`config.mk`:
```
export PLATFORM = sky130hd
export DESIGN_NAME = cpp_port
export DESIGN_NICKNAME = d
export VERILOG_FILES = /design/src/rtl/cpp_port.v
export VERILOG_INCLUDE_DIRS = /design/src /design/src/rtl
export SDC_FILE = /design/constraint.sdc
export NUM_CORES = 1
export LEC_CHECK = 0
export BUFFER_PORTS_ARGS = -buffer_cell sky130_fd_sc_hd__buf_2
export CORE_MARGIN = 2
export CORE_UTILIZATION = 44
export DETAILED_ROUTE_END_ITERATION = 10
export GPL_TIMING_DRIVEN = 0
export PLACE_DENSITY_LB_ADDON = 0.2
export SLEW_MARGIN = 40
export SYNTH_ARGS = -nofsm -noshare
export SYNTH_HDL_FRONTEND = slang
export SYNTH_SLANG_ARGS = --single-unit
```
`constraint.sdc`:
```
create_clock -name clock -period 1.3 [get_ports clock]
set_clock_uncertainty 0.15 [all_clocks]
set_input_delay 0.065 -clock clock [delete_from_list [all_inputs] [get_ports clock]]
set_output_delay 0.065 -clock clock [all_outputs]
set_load 0.05 [all_outputs]
```
`src/rtl/cpp_defines.vh`:
```
// Constants for the coprocessor parallel port.
`ifndef CPP_DEFINES_VH
`define CPP_DEFINES_VH
`define CPP_DATA_W 16
`define CPP_PORT_W 3
`define CPP_ADDR_W 12
`define CPP_ZERO_WORD 16'h0000
`define CPP_TX_FULL_RST 1'b0
`define CPP_RX_EMPTY_RST 1'b1
`define CPP_SYNC_STAGES 3
`endif

```
`src/rtl/cpp_port.v`:
```
// Parallel I/O port and coprocessor latch logic of a signal processor.
`timescale 1ns/100ps
`include "cpp_defines.vh"

module cpp_port (
  input wire clock,
  input wire rst,
  // Core side.
  input wire core_rd,
  input wire core_wr,
  input wire [`CPP_PORT_W-1:0] core_port,
  input wire [`CPP_DATA_W-1:0] core_wdata,
  output reg [`CPP_DATA_W-1:0] core_rdata,
  output wire core_irq,
  output wire branch_on_test_low,
  // Mode straps.
  input wire port_mode_select,
  input wire slave_mode,
  input wire byte_mode,
  // Plain I/O bus pins.
  output reg [`CPP_ADDR_W-1:0] io_addr,
  output reg io_read_strobe_n,
  output reg io_write_strobe_n,
  input wire [`CPP_DATA_W-1:0] io_data_in,
  output reg [`CPP_DATA_W-1:0] io_data_out,
  output reg io_data_oe,
  // Coprocessor host pins.
  input wire host_rd_n,
  input wire host_wr_n,
  input wire byte_half_select,
  input wire [`CPP_DATA_W-1:0] host_data_in,
  output wire [`CPP_DATA_W-1:0] host_data_out,
  output wire host_data_oe,
  output wire tx_latch_full_n,
  output wire rx_latch_empty_n,
  output wire branch_test_input_n
);

  // How the two halves of the block fit together.
  // The plain port path and the coprocessor path share the core strobes.
  // The mode pin decides which of the two sees a core access.
  // In coprocessor mode the shared bus strobes stay idle, so nothing
  // outside can mistake a latch access for a plain port cycle.
  // The host side runs on its own strobes, with no clock of its own.
  // Every host strobe is therefore treated as asynchronous here.
  // Data on the host bus is taken only when the trailing edge is seen,
  // so the host must hold its data until the synchroniser has caught up.
  // The price is a few cycles of latency on every flag change that a host strobe causes.
  // A host that is faster than this must stretch its strobes.
  // Flags are plain levels and never pulse; firmware may poll them.
  // The interrupt request is a level as well, held until the core reads.
  // The branch test level is held until the core writes the latch again.
  // Neither the latch contents nor the flags are protected against a
  // host that breaks the ordering rules; the later event simply wins.

  ////////////////////////////////////////////////////////////////////////
  // Synchronisers: three stages, change counts once stages 2 and 3 agree.
  reg [2:0] rd_sync_reg;
  reg [2:0] wr_sync_reg;
  reg rd_state_reg;
  reg wr_state_reg;
  wire host_rd_done;
  wire host_wr_done;

  always @(posedge clock) begin
    if (rst) begin
      rd_sync_reg <= 3'h0;
      wr_sync_reg <= 3'h0;
      rd_state_reg <= 1'b0;
      wr_state_reg <= 1'b0;
    end else begin
      rd_sync_reg <= {rd_sync_reg[1:0], ~host_rd_n};
      wr_sync_reg <= {wr_sync_reg[1:0], ~host_wr_n};
      if (rd_sync_reg[1] == rd_sync_reg[2])
        rd_state_reg <= rd_sync_reg[2];
      if (wr_sync_reg[1] == wr_sync_reg[2])
        wr_state_reg <= wr_sync_reg[2];
    end
  end

  // An access counts as finished on the trailing edge of its strobe.
  assign host_rd_done = rd_state_reg & ~rd_sync_reg[2] & ~rd_sync_reg[1];
  assign host_wr_done = wr_state_reg & ~wr_sync_reg[2] & ~wr_sync_reg[1];

  ////////////////////////////////////////////////////////////////////////
  // Byte merge helper for 8-bit host writes.
  // The other half keeps its value, so two byte writes build one word.
  // The receive latch is zeroed on a coprocessor-mode core read unless a host
  // write ends in that cycle, which keeps a lone
  // byte write from mixing with stale data of an earlier word.
  function [`CPP_DATA_W-1:0] merge_byte;
    input [`CPP_DATA_W-1:0] old_word;
    input [7:0] new_byte;
    input high_half;
    begin
      if (high_half)
        merge_byte = {new_byte, old_word[7:0]};
      else
        merge_byte = {old_word[15:8], new_byte};
    end
  endfunction

  ////////////////////////////////////////////////////////////////////////
  // Coprocessor latches and flags.
  reg [`CPP_DATA_W-1:0] tx_latch_reg;
  reg [`CPP_DATA_W-1:0] rx_latch_reg;
  reg tx_full_reg;
  reg rx_empty_reg;
  reg irq_reg;
  reg test_low_reg;
  wire cop_mode;
  wire core_cop_wr;
  wire core_cop_rd;

  assign cop_mode = port_mode_select;
  assign core_cop_wr = cop_mode & core_wr;
  assign core_cop_rd = cop_mode & core_rd;

  // Latches and flags; a core write beats a same-cycle host read for tx_full_reg, host events win everywhere else.
  always @(posedge clock) begin
    if (rst) begin
      tx_latch_reg <= `CPP_ZERO_WORD;
      rx_latch_reg <= `CPP_ZERO_WORD;
      tx_full_reg <= `CPP_TX_FULL_RST;
      rx_empty_reg <= `CPP_RX_EMPTY_RST;
      irq_reg <= 1'b0;
      test_low_reg <= 1'b0;
    end else begin
      if (core_cop_wr) begin
        tx_latch_reg <= core_wdata;
        tx_full_reg <= 1'b1;
      end else if (cop_mode && host_rd_done) begin
        tx_full_reg <= 1'b0;
      end
      if (cop_mode && host_wr_done) begin
        if (byte_mode)
          rx_latch_reg <= merge_byte(rx_latch_reg, host_data_in[7:0],
                                     byte_half_select);
        else
          rx_latch_reg <= host_data_in;
        rx_empty_reg <= 1'b0;
      end else if (core_cop_rd) begin
        rx_latch_reg <= `CPP_ZERO_WORD;
        rx_empty_reg <= 1'b1;
      end
      if (cop_mode && slave_mode && host_wr_done)
        irq_reg <= 1'b1;
      else if (core_cop_rd)
        irq_reg <= 1'b0;
      if (cop_mode && slave_mode && host_rd_done)
        test_low_reg <= 1'b1;
      else if (core_cop_wr)
        test_low_reg <= 1'b0;
    end
  end

  assign core_irq = irq_reg;
  assign branch_on_test_low = test_low_reg;
  assign branch_test_input_n = ~test_low_reg;
  assign tx_latch_full_n = ~tx_full_reg;
  assign rx_latch_empty_n = ~rx_empty_reg;

  assign host_data_out = (byte_mode && byte_half_select) ?
                         {8'h00, tx_latch_reg[15:8]} : tx_latch_reg;
  assign host_data_oe = cop_mode & ~host_rd_n;

  ////////////////////////////////////////////////////////////////////////
  // Plain port cycles on the shared bus, registered for one cycle.
  always @(posedge clock) begin
    if (rst) begin
      io_addr <= {`CPP_ADDR_W{1'b0}};
      io_read_strobe_n <= 1'b1;
      io_write_strobe_n <= 1'b1;
      io_data_out <= `CPP_ZERO_WORD;
      io_data_oe <= 1'b0;
    end else begin
      io_addr <= {{(`CPP_ADDR_W-`CPP_PORT_W){1'b0}}, core_port};
      io_read_strobe_n <= ~(core_rd & ~cop_mode);
      io_write_strobe_n <= ~(core_wr & ~cop_mode);
      io_data_out <= core_wdata;
      io_data_oe <= core_wr & ~cop_mode;
    end
  end

  // Core read data: latch in coprocessor mode, else bus sample.
  always @(posedge clock) begin
    if (rst)
      core_rdata <= `CPP_ZERO_WORD;
    else if (core_rd)
      core_rdata <= cop_mode ? rx_latch_reg : io_data_in;
  end

endmodule

```
==> impl_metrics.csv <==
group,metric,value,unit
power_and_ir_drop,power_density,1140,nW/µm²
floorplanning,fp.dieH,91.0,µm
synth,syn_avg_cell_area,8.85,µm²
floorplanning,initial_core_util,0.456,
worst_setup_path,path_class,"reg2reg",
synth,synth-seq-cells,82,
floorplanning,die-area,8280,µm²
final_layout,layout_common_cells,"109 x buf_2, 76 x dfxtp_1, 60 x nand2_1, 57 x dlygate4sd3_1, 33 x a21oi_1",
synth,yosys.area.top_type,"dfxtp_1",
final_layout,drive_above_1_share,0.336,
final_layout,n_fill_cell,565,
floorplanning,dieWidth,91.0,µm
outcome,violations,"negative setup slack",
min_path,min_from,"core_wr",
worst_setup_path,cp-end-kind,"flop",
synth,synthCells,376,
placement,port_buffers,116,
clocking,h-tree-depth,3,
global_routing,first_global_vias,3475,
sta,relSlewSlack,0.571,
min_path,hold_depth,4,
detailed_routing,via_per_inst,5.04,
final_layout,antenna_cells,0,
global_routing,overflow,0,
synth,synth_edf_count,0,
flow_run,drv_cap,0,
synth,yosys_most_used_dff,"dfxtp_1",
synth,syn-cell-area,3330,µm²
placement,dp.cells,599,
floorplanning,ios,130,
clocking,clkLatencyLatePin,0.35,ns
power_and_ir_drop,p_leak,2.26,nW
worst_setup_path,r2r_setup_slack,-0.13,ns
worst_setup_path,cp.required,1.37,ns
worst_setup_path,cp.arrival,1.50,ns
global_routing,grt_max_degree,14,
sta,min_period,1.43,ns
placement,place_hpwl,6460,µm
clocking,cts_inserted_buffers,9,
power_and_ir_drop,ir_worst_vdd,0.948,mV
power_and_ir_drop,power,0.00589,W
min_path,min_path_type,"in2reg",
sta,hold_viol_final,0,
synth,ys_types,26,
sta,finalCritPeriodShare,1.10,
placement,routabilityCongestion,0.893,
sta,rsz0062_at_grt,"yes",
detailed_routing,first_pass_iters,4,
detailed_routing,wl_per_cell,15.4,µm
clocking,cts.sinks,82,
worst_setup_path,reg2reg_depth,5,
sta,whs,0.0259,ns
sta,worstMarginPinSlew,0.644,ns
worst_setup_path,r2r-start,"wr_sync_reg[1]$_SDFF_PP0_",
detailed_routing,drc,0,
global_routing,grt_pass1_wl,16500,µm
synth,synth_warnings,0,
worst_setup_path,r2r-end,"rx_latch_reg[4]$_SDFFE_PP0P_",
floorplanning,core_area,7290,µm²
detailed_routing,postRouteAntennaNets,0,
synth,async_reset_ff_frac,0,
global_routing,antenna_found_initial,0,
clocking,clockBufferDepth,2,
clocking,cts_tree,"built",
clocking,clk_pin_slew_worst_paths,0.08,ns
synth,ys_seq_area_frac,0.493,
synth,ys_top_cells_by_area,"dfxtp_1 49%, nand2_1 7.0%, a21oi_1 5.4%, nor2b_1 4.9%, mux2i_1 4.8%",
final_layout,layout_commonest_cell,"buf_2",
worst_setup_path,cp_max_fo,10,
sta,slew_violations,0,
floorplanning,fp-row-count,31,
worst_setup_path,crit_path_start_kind,"flop",
sta,worst_slack,-0.134,ns
outcome,status,"finished, violations left",
detailed_routing,drtIter0Drc,125,
detailed_routing,vias,3410,
clocking,cts_root_buf,"clkbuf_8",
detailed_routing,routed_wirelength,10500,µm
min_path,holdPathEnd,"tx_latch_reg[15]$_SDFFE_PP0P_",
final_layout,areaGrowthSynthToFinish,55.3,%
global_routing,grt_use_total,0.249,
sta,finalSetupViolations,16,
final_layout,finalNetCount,634,
sta,fmax,698,MHz
synth,synth_top_area_share,0.493,
final_layout,final_cell_count_no_fill,677,
-- cells in the mapped netlist, types with 2 or more instances --
master and n:
a211o_1 8, a211oi_1 16, a21oi_1 36, and2_1 11, buf_2 14, buf_4 13
buf_6 2, clkbuf_1 13, dfxtp_1 82, inv_1 5, mux2i_1 16, nand2_1 62
nand2b_1 8, nand3_1 16, nand4bb_1 2, nor2_1 21, nor2b_1 26, o21ai_0 2
o221ai_1 16
-- stage by stage --
step                      TNS (ns)  utilization  cell area (µm²)  worst slack, ns
after detailed placement     -7.36        0.564             4110           -0.277
final                        -1.38        0.709             5170           -0.134
after CTS                    -1.50        0.692             5040           -0.113
after global placement       -6.63        0.564             4110           -0.262
after global routing         -2.50        0.709             5170           -0.197
after floorplan             -0.220            -             3410          -0.0851
-- how the worst max path moves through the flow --
stage	slack, ns	startpoint	end	cells past startpoint
floorplan	-0.09	branch_on_test_low$_SDFFE_PP0P_	branch_on_test_low$_SDFFE_PP0P_	3
global placement	-0.26	byte_half_select	host_data_out[10]	6
global route	-0.20	wr_sync_reg[1]$_SDFF_PP0_	rx_latch_reg[4]$_SDFFE_PP0P_	5
CTS	-0.11	wr_sync_reg[1]$_SDFF_PP0_	rx_latch_reg[12]$_SDFFE_PP0P_	5
detailed placement	-0.28	byte_half_select	host_data_out[15]	6
finish	-0.13	wr_sync_reg[1]$_SDFF_PP0_	rx_latch_reg[4]$_SDFFE_PP0P_	5
-- layout make-up --
type                            instances  area, µm²  share of cell area
Clock buffer                           12        145              0.0281
Clock inverter                          4       73.8              0.0143
Timing Repair Buffer                  178       1280               0.248
Tap cell                               99        124              0.0240
Sequential cell                        82       1650               0.319
Multi-Input combinational cell        254       1570               0.304
Buffer                                 43        302              0.0583
Inverter                                5       22.5             0.00436
-- metal layers --
layer / GRT usage / vias to the layer above / part of all wire
met5: 0 / - / 0
li1: - / 1665 / -
met2: 0.427 / 126 / 0.50
met1: 0.303 / 1603 / 0.41
met3: 0.0481 / 16 / 0.068
met4: 0.106 / 0 / 0.019
-- what timing repair did --
| item | CTS | global route |
|---|---|---|
| hold buffers | 57 | 0 |
| hold endpoints to repair | 74 | 0 |
| gates resized for setup | 38 | 27 |
| buffers inserted | 3 | 2 |
| pin swaps | 8 | 2 |
| setup endpoints to repair | 33 | 31 |
-- report_power, final --
part | switching [W] | internal, W
logic | 0.000739 | 0.000424
clock network | 0.000932 | 0.00114
registers | 0.0000437 | 0.00261
total | 0.00171 | 0.00418
-- critical path, stage by stage, from the launching register on --
cell	delay [ns]
dfxtp_4	0.37
nand4bb_1	0.18
buf_6	0.15
buf_8	0.15
o221ai_1	0.21
a21oi_1	0.09
-- logic make-up (layout without fill, tap and decap cells) --
| kind of cell | Yosys count | count (layout) | synth area share |
|---|---|---|---|
| and+or+nand+nor | 148 | 148 | 0.216 |
| other | 1 | 9 | 0.00113 |
| muxes | 16 | 16 | 0.0481 |
| buffers and inverters | 48 | 242 | 0.0789 |
| DFF | 82 | 82 | 0.493 |
| AOI/OAI and AO/OA | 81 | 81 | 0.163 |
No activity file was read; power rests on OpenSTA's default activity.
